$ cat src/verilog/csm_pkg.sv
// Constants, types and register map of the clock switch and fail-safe monitor
package csm_pkg;
    // Register indices on the plain register port
    localparam logic [3:0] CSM_ADDR_CTRL_HI = 4'h0;
    localparam logic [3:0] CSM_ADDR_CTRL_LO = 4'h1;
    localparam logic [3:0] CSM_ADDR_TUNE = 4'h2;
    localparam logic [3:0] CSM_ADDR_KEY = 4'h3;
    // Field positions in oscillator_control_register
    localparam int CSM_CUR_LSB = 12;
    localparam int CSM_REQ_LSB = 8;
    localparam int CSM_LOCK_BIT = 5;
    localparam int CSM_CF_BIT = 3;
    localparam int CSM_KEEP_BIT = 1;
    localparam int CSM_SW_BIT = 0;
    localparam logic [15:0] CSM_TUNE_RESET = 16'h0000;
    // Unlock keys, values arbitrary
    localparam logic [15:0] CSM_KEY1 = 16'h5a5a;
    localparam logic [15:0] CSM_KEY2 = 16'ha5a5;
    // New-clock edges before commit, reference edges without a system edge
    localparam logic [3:0] CSM_SETTLE_EDGES = 4'ha;
    localparam logic [3:0] CSM_FAIL_EDGES = 4'h8;
    // Index of each synchronised input
    localparam int CSM_IN_NEW = 0;
    localparam int CSM_IN_MON = 1;
    localparam int CSM_IN_REF = 2;
    localparam int CSM_IN_OST = 3;
    localparam int CSM_IN_PLL = 4;
    // Index of each oscillator enable
    localparam int CSM_OSC_PRI = 0;
    localparam int CSM_OSC_LP = 1;
    localparam int CSM_OSC_FRC = 2;
    localparam int CSM_OSC_LOW_POWER_RC_OSCILLATOR = 3;
    localparam int CSM_OSC_PLL = 4;

    typedef enum logic [2:0] {
        CSM_SRC_FRC = 3'h0,
        CSM_SRC_FRC_PLL = 3'h1,
        CSM_SRC_PRI = 3'h2,
        CSM_SRC_PRI_PLL = 3'h3,
        CSM_SRC_LP = 3'h4,
        CSM_SRC_LOW_POWER_RC_OSCILLATOR = 3'h5
    } csm_src_t;

    typedef enum logic [2:0] {
        CSM_IDLE = 3'b001,
        CSM_WAIT = 3'b010,
        CSM_SETTLE = 3'b100
    } csm_state_t;

    localparam logic [1:0] CSM_SUB_EC = 2'h0;
    localparam logic [1:0] CSM_KEY_NONE = 2'h0;
    localparam logic [1:0] CSM_KEY_HALF = 2'h1;
    localparam logic [1:0] CSM_KEY_OPEN = 2'h2;

    typedef struct packed {
        logic wr;
        logic rd;
        logic [3:0] addr;
        logic [15:0] wdata;
    } csm_bus_t;

    typedef struct packed {
        logic switching_enable_config;
        logic [2:0] initial_source_config;
        logic [1:0] primary_submode_select;
        logic watchdog_en;
    } csm_cfg_t;
endpackage
$ cat src/verilog/csm_clock_switch.sv
// Clock source switch controller with fail-safe monitor and fast RC tuning
//
// Behaviour
// - Software selects any of six sources; an unlock guards the switch.
// - Primary submode comes from configuration only, never from software.
// - Switching and fail-safe monitor work only when switching config is 0.
// - Switching disabled: requested source ignored, current source follows config.
// - Switching disabled: switch-request bit ignored and held at 0.
// - Request equal to current source clears request bit and aborts.
// - Valid switch start clears lock status and clock-fail status.
// - Start new oscillator, wait start-up timer for crystals, PLL lock if used.
// - Wait 10 new-clock cycles before moving the system clock.
// - Completion clears request bit and copies requested into current source.
// - Old source turned off; low-power RC and crystal keep-on exceptions.
// - Processor keeps running during the switch; block never stalls software.
// - Fail-safe enabled keeps the low-power RC running always.
// - Oscillator failure raises a trap and falls back to fast RC.
// - Failure with PLL in use falls back to fast RC through the PLL.
//
// The implementer's own choices: the address-and-strobe port and the address map.
`timescale 1ns/1ps
`default_nettype none
module csm_clock_switch
    import csm_pkg::*;
(
    input wire logic clk,
    input wire logic rstn,
    input wire csm_bus_t bus,
    output logic [15:0] rd_data,
    input wire csm_cfg_t cfg,
    input wire logic new_src_clk,
    input wire logic sys_src_clk,
    input wire logic low_power_rc_oscillator_clk,
    input wire logic startup_timer_done,
    input wire logic pll_lock,
    output logic [2:0] sys_clk_select,
    output logic [2:0] switch_target,
    output logic [4:0] osc_enable,
    output logic [5:0] tuning_step_field,
    output logic clock_fail_trap
);
    typedef struct packed {
        csm_state_t st;
        logic cfg_done;
        csm_cfg_t cfg;
        csm_src_t cur;
        csm_src_t req_src;
        logic req;
        logic lock;
        logic cf;
        logic keep_lp;
        logic [5:0] tune;
        logic [1:0] key;
        logic [3:0] settle;
        logic [3:0] fail_cnt;
        logic trap;
        logic [15:0] rdata;
        logic [4:0] osc_en;
        logic [4:0] sync1;
        logic [4:0] sync2;
        logic [2:0] prev;
    } csm_q_t;

    csm_q_t q;
    csm_q_t d;
    logic new_e;
    logic mon_e;
    logic ref_e;
    logic sw_en;
    logic ctrl_ok;

    function automatic logic [4:0] src_osc(input csm_src_t s);
        logic [4:0] v;
        v = 5'h00;
        case (s)
            CSM_SRC_FRC: v[CSM_OSC_FRC] = 1'b1;
            CSM_SRC_FRC_PLL: v = 5'h14;
            CSM_SRC_PRI: v[CSM_OSC_PRI] = 1'b1;
            CSM_SRC_PRI_PLL: v = 5'h11;
            CSM_SRC_LP: v[CSM_OSC_LP] = 1'b1;
            CSM_SRC_LOW_POWER_RC_OSCILLATOR: v[CSM_OSC_LOW_POWER_RC_OSCILLATOR] = 1'b1;
            default: v = 5'h00;
        endcase
        return v;
    endfunction

    function automatic logic uses_pll(input csm_src_t s);
        return (s == CSM_SRC_FRC_PLL) || (s == CSM_SRC_PRI_PLL);
    endfunction

    assign new_e = q.sync2[CSM_IN_NEW] & ~q.prev[CSM_IN_NEW];
    assign mon_e = q.sync2[CSM_IN_MON] & ~q.prev[CSM_IN_MON];
    assign ref_e = q.sync2[CSM_IN_REF] & ~q.prev[CSM_IN_REF];
    assign sw_en = q.cfg_done & ~q.cfg.switching_enable_config;
    assign ctrl_ok = bus.wr && (q.key == CSM_KEY_OPEN);

    always_comb begin
        d = q;
        d.sync1 = {pll_lock, startup_timer_done, low_power_rc_oscillator_clk, sys_src_clk, new_src_clk};
        d.sync2 = q.sync1;
        d.prev = q.sync2[2:0];
        d.trap = 1'b0;
        d.rdata = 16'h0000;
        // Configuration straps caught once after reset release
        if (!q.cfg_done) begin
            d.cfg_done = 1'b1;
            d.cfg = cfg;
            d.cur = csm_src_t'(cfg.initial_source_config);
            d.req_src = csm_src_t'(cfg.initial_source_config);
        end
        if (q.sync2[CSM_IN_PLL]) begin
            d.lock = 1'b1;
        end
        // unlock sequence, any write consumes it
        if (bus.wr) begin
            if (bus.addr == CSM_ADDR_KEY && bus.wdata == CSM_KEY1) begin
                d.key = CSM_KEY_HALF;
            end else if (bus.addr == CSM_ADDR_KEY && bus.wdata == CSM_KEY2
                         && q.key == CSM_KEY_HALF) begin
                d.key = CSM_KEY_OPEN;
            end else begin
                d.key = CSM_KEY_NONE;
            end
        end
        if (ctrl_ok && bus.addr == CSM_ADDR_CTRL_HI && q.st == CSM_IDLE) begin
            d.req_src = csm_src_t'(bus.wdata[CSM_REQ_LSB +: 3]);
        end
        if (ctrl_ok && bus.addr == CSM_ADDR_CTRL_LO) begin
            d.keep_lp = bus.wdata[CSM_KEEP_BIT];
            d.cf = q.cf & bus.wdata[CSM_CF_BIT];
            d.req = q.req | (bus.wdata[CSM_SW_BIT] & sw_en);
        end
        if (bus.wr && bus.addr == CSM_ADDR_TUNE) begin
            d.tune = bus.wdata[5:0];
        end
        if (bus.rd) begin
            case (bus.addr)
                CSM_ADDR_CTRL_HI, CSM_ADDR_CTRL_LO: begin
                    d.rdata[CSM_CUR_LSB +: 3] = q.cur;
                    d.rdata[CSM_REQ_LSB +: 3] = q.req_src;
                    d.rdata[CSM_LOCK_BIT] = q.lock;
                    d.rdata[CSM_CF_BIT] = q.cf;
                    d.rdata[CSM_KEEP_BIT] = q.keep_lp;
                    d.rdata[CSM_SW_BIT] = q.req;
                end
                CSM_ADDR_TUNE: d.rdata[5:0] = q.tune;
                default: d.rdata = 16'h0000;
            endcase
        end
        case (q.st)
            CSM_IDLE: begin
                if (q.cfg_done && !sw_en) begin
                    d.cur = csm_src_t'(q.cfg.initial_source_config);
                    d.req = 1'b0;
                end else if (q.req) begin
                    if (q.req_src == q.cur) begin
                        d.req = 1'b0;
                    end else begin
                        d.lock = 1'b0;
                        d.cf = 1'b0;
                        d.settle = 4'h0;
                        d.st = CSM_WAIT;
                    end
                end
            end
            CSM_WAIT: begin
                // wait for start-up timer and PLL lock; external clock needs no timer
                if ((!((q.req_src == CSM_SRC_LP) || ((q.req_src == CSM_SRC_PRI
                      || q.req_src == CSM_SRC_PRI_PLL)
                      && q.cfg.primary_submode_select != CSM_SUB_EC))
                      || q.sync2[CSM_IN_OST])
                    && (!uses_pll(q.req_src) || q.sync2[CSM_IN_PLL])) begin
                    d.st = CSM_SETTLE;
                end
            end
            CSM_SETTLE: begin
                if (new_e) begin
                    if (q.settle == CSM_SETTLE_EDGES - 4'h1) begin
                        d.cur = q.req_src;
                        d.req = 1'b0;
                        d.st = CSM_IDLE;
                    end else begin
                        d.settle = q.settle + 4'h1;
                    end
                end
            end
            default: d.st = CSM_IDLE;
        endcase
        // reference edges counted between system-source edges
        if (sw_en && !q.cf) begin
            if (mon_e) begin
                d.fail_cnt = 4'h0;
            end else if (ref_e) begin
                if (q.fail_cnt == CSM_FAIL_EDGES - 4'h1) begin
                    // trap and fall back to fast RC
                    d.cf = 1'b1;
                    d.trap = 1'b1;
                    // keep the PLL if it was in use
                    d.cur = uses_pll(q.cur) ? CSM_SRC_FRC_PLL : CSM_SRC_FRC;
                    d.req = 1'b0;
                    d.st = CSM_IDLE;
                    d.fail_cnt = 4'h0;
                end else begin
                    d.fail_cnt = q.fail_cnt + 4'h1;
                end
            end
        end
        // old source off once current moves, keep-on exceptions
        d.osc_en = src_osc(d.cur) | ((d.st != CSM_IDLE) ? src_osc(d.req_src) : 5'h00);
        // low-power RC held on for watchdog or monitor
        if (d.cfg.watchdog_en || (d.cfg_done && !d.cfg.switching_enable_config)) begin
            d.osc_en[CSM_OSC_LOW_POWER_RC_OSCILLATOR] = 1'b1;
        end
        if (d.keep_lp) begin
            d.osc_en[CSM_OSC_LP] = 1'b1;
        end
    end

    always_ff @(posedge clk or negedge rstn) begin
        if (!rstn) begin
            q <= '{st: CSM_IDLE, cfg: '0, cur: CSM_SRC_FRC, req_src: CSM_SRC_FRC,
                   tune: CSM_TUNE_RESET[5:0], default: '0};
        end else begin
            q <= d;
        end
    end

    assign rd_data = q.rdata;
    assign sys_clk_select = q.cur;
    assign switch_target = q.req_src;
    assign osc_enable = q.osc_en;
    assign tuning_step_field = q.tune;
    assign clock_fail_trap = q.trap;

    redundant_abort_a: assert property (@(posedge clk) disable iff (!rstn)
        q.st == CSM_IDLE && sw_en && q.req && q.req_src == q.cur |=> !q.req)
        else $error("redundant request not aborted");
    start_clears_a: assert property (@(posedge clk) disable iff (!rstn)
        q.st == CSM_IDLE && sw_en && q.req && q.req_src != q.cur && !ref_e
        |=> q.st == CSM_WAIT && !q.cf)
        else $error("switch start did not clear status");
    req_held_low_a: assert property (@(posedge clk) disable iff (!rstn)
        q.cfg_done && !sw_en |=> !q.req)
        else $error("request bit set while switching disabled");
    cur_follows_cfg_a: assert property (@(posedge clk) disable iff (!rstn)
        q.cfg_done && !sw_en |=> q.cur == csm_src_t'(q.cfg.initial_source_config))
        else $error("current source differs from configuration");
    pll_wait_a: assert property (@(posedge clk) disable iff (!rstn)
        q.st == CSM_WAIT && uses_pll(q.req_src) && !q.sync2[CSM_IN_PLL] && !ref_e
        |=> q.st == CSM_WAIT)
        else $error("left wait without PLL lock");
    commit_point_a: assert property (@(posedge clk) disable iff (!rstn)
        q.st == CSM_SETTLE && new_e && q.settle == 4'h9
        |=> (q.cur == $past(q.req_src) && !q.req) || q.trap)
        else $error("switch not committed on tenth edge");
    ref_osc_on_a: assert property (@(posedge clk) disable iff (!rstn)
        sw_en |=> q.osc_en[CSM_OSC_LOW_POWER_RC_OSCILLATOR])
        else $error("low-power RC off while monitor enabled");
    trap_fallback_a: assert property (@(posedge clk) disable iff (!rstn)
        q.trap |-> q.cf && (q.cur == CSM_SRC_FRC || q.cur == CSM_SRC_FRC_PLL))
        else $error("trap without fast RC fallback");
    locked_write_a: assert property (@(posedge clk) disable iff (!rstn)
        bus.wr && q.key != CSM_KEY_OPEN && q.cfg_done |=> $stable(q.req_src))
        else $error("locked write changed requested source");

    commit_clears_a: assert property (@(posedge clk) disable iff (!rstn)
        q.st == CSM_SETTLE ##1 q.st == CSM_IDLE |-> !q.req)
        else $error("request bit still set after switch");

    old_src_off_a: assert property (@(posedge clk) disable iff (!rstn)
        q.st == CSM_IDLE && !q.keep_lp && q.cur != CSM_SRC_LP |-> !q.osc_en[CSM_OSC_LP])
        else $error("old low-power crystal left running");

    keep_lp_on_a: assert property (@(posedge clk) disable iff (!rstn)
        q.keep_lp |-> q.osc_en[CSM_OSC_LP])
        else $error("low-power crystal off while keep-on set");

    tune_write_a: assert property (@(posedge clk) disable iff (!rstn)
        bus.wr && bus.addr == CSM_ADDR_TUNE |=> tuning_step_field == $past(bus.wdata[5:0]))
        else $error("tuning write not applied");

    tune_read_a: assert property (@(posedge clk) disable iff (!rstn)
        bus.rd && bus.addr == CSM_ADDR_TUNE |=> rd_data == {10'h000, $past(q.tune)})
        else $error("tuning read returned wrong data");

    read_idle_a: assert property (@(posedge clk) disable iff (!rstn)
        !bus.rd |=> rd_data == 16'h0000)
        else $error("read data present without a read");

    pll_fallback_a: assert property (@(posedge clk) disable iff (!rstn)
        q.trap && ($past(q.cur) == CSM_SRC_PRI_PLL || $past(q.cur) == CSM_SRC_FRC_PLL)
        |-> q.cur == CSM_SRC_FRC_PLL)
        else $error("fallback dropped the PLL");

    no_trap_off_a: assert property (@(posedge clk) disable iff (!rstn)
        q.cfg_done && q.cfg.switching_enable_config |-> !q.trap)
        else $error("trap raised while monitor disabled");

    ost_wait_a: assert property (@(posedge clk) disable iff (!rstn)
        q.st == CSM_WAIT && q.req_src == CSM_SRC_LP && !q.sync2[CSM_IN_OST] && !ref_e
        |=> q.st == CSM_WAIT)
        else $error("left wait before start-up timer");

    switch_done_c: cover property (@(posedge clk) disable iff (!rstn)
        q.st == CSM_SETTLE ##1 q.st == CSM_IDLE);
    fail_trap_c: cover property (@(posedge clk) disable iff (!rstn) q.trap);
    redundant_c: cover property (@(posedge clk) disable iff (!rstn)
        q.st == CSM_IDLE && q.req && q.req_src == q.cur);
    // Switch onto a multiplied source
    pll_switch_c: cover property (@(posedge clk) disable iff (!rstn)
        q.st == CSM_WAIT && uses_pll(q.req_src) ##1 q.st == CSM_SETTLE);
    // Fallback keeping the PLL
    pll_trap_c: cover property (@(posedge clk) disable iff (!rstn)
        q.trap && q.cur == CSM_SRC_FRC_PLL);
endmodule
`default_nettype wire

$ cat config.mk
export PLATFORM = sky130hd
export DESIGN_NAME = csm_clock_switch
export DESIGN_NICKNAME = d
export VERILOG_FILES = /design/src/verilog/csm_pkg.sv /design/src/verilog/csm_clock_switch.sv
export SDC_FILE = /design/constraint.sdc
export NUM_CORES = 1
export LEC_CHECK = 0
export BUFFER_PORTS_ARGS = -buffer_cell sky130_fd_sc_hd__buf_2
export CAP_MARGIN = 10
export CORE_UTILIZATION = 49
export CTS_CLUSTER_SIZE = 40
export DETAILED_ROUTE_END_ITERATION = 10
export GPL_TIMING_DRIVEN = 0
export HOLD_SLACK_MARGIN = 0.06
export PLACE_DENSITY = 0.82
export SLEW_MARGIN = 20
export SYNTH_ARGS = -nofsm -noshare
export SYNTH_HDL_FRONTEND = slang
export SYNTH_SLANG_ARGS = --single-unit
$ cat constraint.sdc
create_clock -name clk -period 1.7 [get_ports clk]
set_input_delay 0.17 -clock clk [delete_from_list [all_inputs] [get_ports clk]]
set_output_delay 0.17 -clock clk [all_outputs]
set_load 0.02 [all_outputs]
==> impl_results.md <==
- Max stage delay cell, worst path: dfrtp_2
- Synth Area in XOR/XNOR: less than 1%
- Max_cap viols: 0
- Number of synthesized flops with an enable pin: 0
- Sinks on Clock Net: 68
- Layout cells sized above 1: between 40% and 50%
- Failing checks: setup timing
- NetSw: 0.994 mW
- Cells after synthesis: 290
- IO Count: 70
- Via-to-Cell Ratio: 5.31
- CTS tree: done
- Seq/Total Area, Yosys: a little over half
- Drt pass-1 iters: 4
- Nature of the critical path endpoint: flop
- Crit Path Class: flop to flop
- Hold Vio Cnt, Final: 0
- Antenna violations before repair: 0
- Seq cells post-synth: slightly below 70
- Final Instance Area: approximately 0.0043 mm^2
- Critical path's largest stage delay: ~0.44 ns
- Fraction of the mapped netlist area in simple logic gates: a little under 20%
- Rows: 29
- Crit-path cells: buf_4, nor3b_4, buf_6, and2_4, a32oi_2, a31oi_2, nand2_1, o221ai_1
- Gr usage total: approximately 22%
- Tot Pwr: 3.85 mW
- Largest family of logic cells by synthesized area: simple AND/OR/NAND/NOR gates
- Slew margin rel.: around two thirds
- Die area: about 0.0069 mm^2
- Number of DRC markers in iteration 0: 216
- H-Tree Level Count: 3
- Layout net count: between 400 and 500
- Die Y: between 80 and 90 um
- CTS max path bufs: 2
- Mux share of post-synthesis cell area: around 5.8%
- Mapped Area: roughly 0.0032 mm^2
- # setup viols final: 7
- Worst-skew pair later-pin latency: approximately 0.34 ns
- Hold_ws: around 0.080 ns
- Final setup TNS: -0.462 ns
- Comb pwr share: ~17%
- Compound-cell area share of the yosys netlist: between 10 and 15%
- Dpl cell area: around 0.0037 mm^2
- Grt ovf: 0
- Initial Util: approximately 50%
- Clock transition at the registers of the reported paths: 0.08 ns
- Port-buffer cells: 65
- Min-delay worst type: input pin to flop
- FMAX: between 500 and 600 MHz
- Cell Int Power: approximately 2.9 mW
- DP HPWL: roughly 5.0 mm
- Clk network pwr share: between 30% and 40%
- Max FO, Critical Path: 6
- Critical Path RT: 1.95 ns
- Sw Share: between 20% and 30%
- Final ANT Viol Nets: 0
- Fraction of registers with async set/reset: between 90% and 100%
- # DRC: 0
- Worst vdd ir: about 0.00066 V
- First-pass GRT wire length: between 10 and 15 mm
- Leakage: approximately 2.2 nW
- Unrepaired setup endpoints after global routing: true
- Crit share post-route: 105%
- Worst EP arrival: between 2 and 2.5 ns
- Routed Wire Length: a little over 7 mm
- Sequential share of power: a little under half
- Largest net degree at the start of global routing: 54
- Core area: between 0.006 and 0.007 mm^2
- Distinct cells, synth: 51
- Synth Warn #: 0
- Synth-to-Final Area Change: 33.9%
- Least-Margin Pin Slew: 0.489 ns
- Pins Over Slew Limit: 0
- Die Wd: between 80 and 90 um
- TritonCTS Buffers: 9
- Clk_skew: between 0.009 and 0.01 ns
- RD Place Congestion: 0.853
- Post-Syn Area per Cell: between 10 and 15 um^2
- Status: finished with violations
- Pwr Density: 896 mW/mm^2
- Min cycle time layout: 1.79 ns
- PnR worst setup slack: -0.0892 ns
- WL/cell: between 10 and 15 um
- Vias in the first global route: approximately 2.5k
- Via Count: about 2.6k
- Antenna fix cells: 0
- Post-Synth Adder-Cell Area: under 10%
- Synth Flop Type: dfrtp_1
- Startpoint Class: flop
- CTS root buf: clkbuf_8
[power by group through the flow]
stage	Combinational, mW	Sequential [mW]	Clock, mW
3_3_place_gp	0.553	1.82	0
5_1_grt	0.694	1.79	1.55
2_1_floorplan	0.378	1.80	0
4_1_cts	0.636	1.78	1.46
3_5_place_dp	0.570	1.82	0
6_report	0.645	1.78	1.43
[cell families (layout without fill, tap and decap cells)]
kind of cell               Yosys count  in the layout
xor gates and xnor gates             3              3
and+or+nand+nor                    104            104
AOI/OAI and AO/OA                   47             47
DFF                                 68             68
muxes                               17             17
buffers and inverters               46            167
other                                2              5
adders and majority gates            3              3
[cell usage after synthesis, drive strengths merged, types with 3 or more instances]
cell type	count	share of area, %
o22ai	5	0.97
nand2	31	3.6
a31oi	4	0.97
nand4	4	0.78
inv	11	1.3
nor3	7	1.4
mux2	13	4.6
and2	5	0.97
xor2	3	0.82
mux2i	4	1.2
nor3b	4	1.6
buf	33	7.7
a21oi	4	0.62
a22o	6	1.6
ha	3	1.2
nand3b	6	1.4
nor2b	4	0.78
and3	10	1.9
and4	3	0.82
o21a	3	0.70
dfrtp	67	52
nor4b	3	0.82
o21ai	11	1.7
nor2	10	1.2
nand2b	6	1.2
[final cells by class]
class | instances | area (um^2)
clock inverter | 6 | 88.8
inverter | 11 | 46.3
fill | 470 | 2050
sequential | 68 | 1710
timing repair buffer | 105 | 674
buffer | 35 | 260
clock buffer | 10 | 128
multi-input combinational | 179 | 1300
tap | 77 | 96.3
[critical path: cells and delay by family (launching register included)]
kind	cells	cell delay, ns
flops	1	0.44
compound gates	3	0.49
buf+inv	2	0.29
simple gates	3	0.48
[cell usage in the layout, fill, tap and decap left out, types with 3 or more instances in the layout]
master          n
nor2_1          7
dlygate4sd3_1   9
mux2i_1         3
nor2b_1         4
nor3_1          5
o22ai_1         3
o21ai_0         9
mux2_2         12
and2_1          3
clkbuf_8        9
nand2_1        30
and3_1         10
nand2b_1        6
dfrtp_2         5
xor2_1          3
buf_2          64
nand3b_1        6
conb_1          5
a21oi_1         3
buf_4          64
o21a_1          3
a31oi_1         3
nor4b_1         3
nand4_1         4
a22o_1          6
dfrtp_1        62
inv_1          10
[timing repair]
action                                  4_1_cts  5_1_grt
endpoints found under the hold margin        75        0
endpoints found under the setup margin       16       11
resized for setup                            17       14
buffers inserted                             21        9
pin swaps                                    10       12
hold buffers                                  9        0
[registers in the layout, summed over array words and instances (netlist names)]
name and count:
clock_fail_trap 1, q 30, sys_clk_select 3, switch_target 3, tuning_step_field 6, osc_enable 5
d 8, rd_data 12
[final timing paths]
path | from | end | slack (ns) | cells after the start
max | q[70] | osc_enable[3] | -0.09 | 8
min | bus[21] | q[44] | 0.08 | 2
max reg2reg | q[70] | osc_enable[3] | -0.09 | 8
min reg2reg | d[6] | q[6] | 0.35 | 0
max in group asynchronous | rstn | q[69] | 0.87 | 3
min in group asynchronous | rstn | tuning_step_field[4] | 0.24 | 2
[metrics by stage]
stage                     worst slack (ns)  cells  utilization (%)
after floorplan                    -0.0136    293                -
after global placement              -0.317    435             57.5
after detailed placement            -0.373    436             58.0
after CTS                           -0.115    482             66.0
after global routing                -0.188    491             67.7
final                              -0.0892    491             67.7
[layer usage]
layer  global-route usage [%]  wire length, um
met1                     27.2             2930
met3                     4.87              448
met4                     10.0               92
met2                     36.7             3750
met5                        0                0
(Power assumes the default switching activity.)
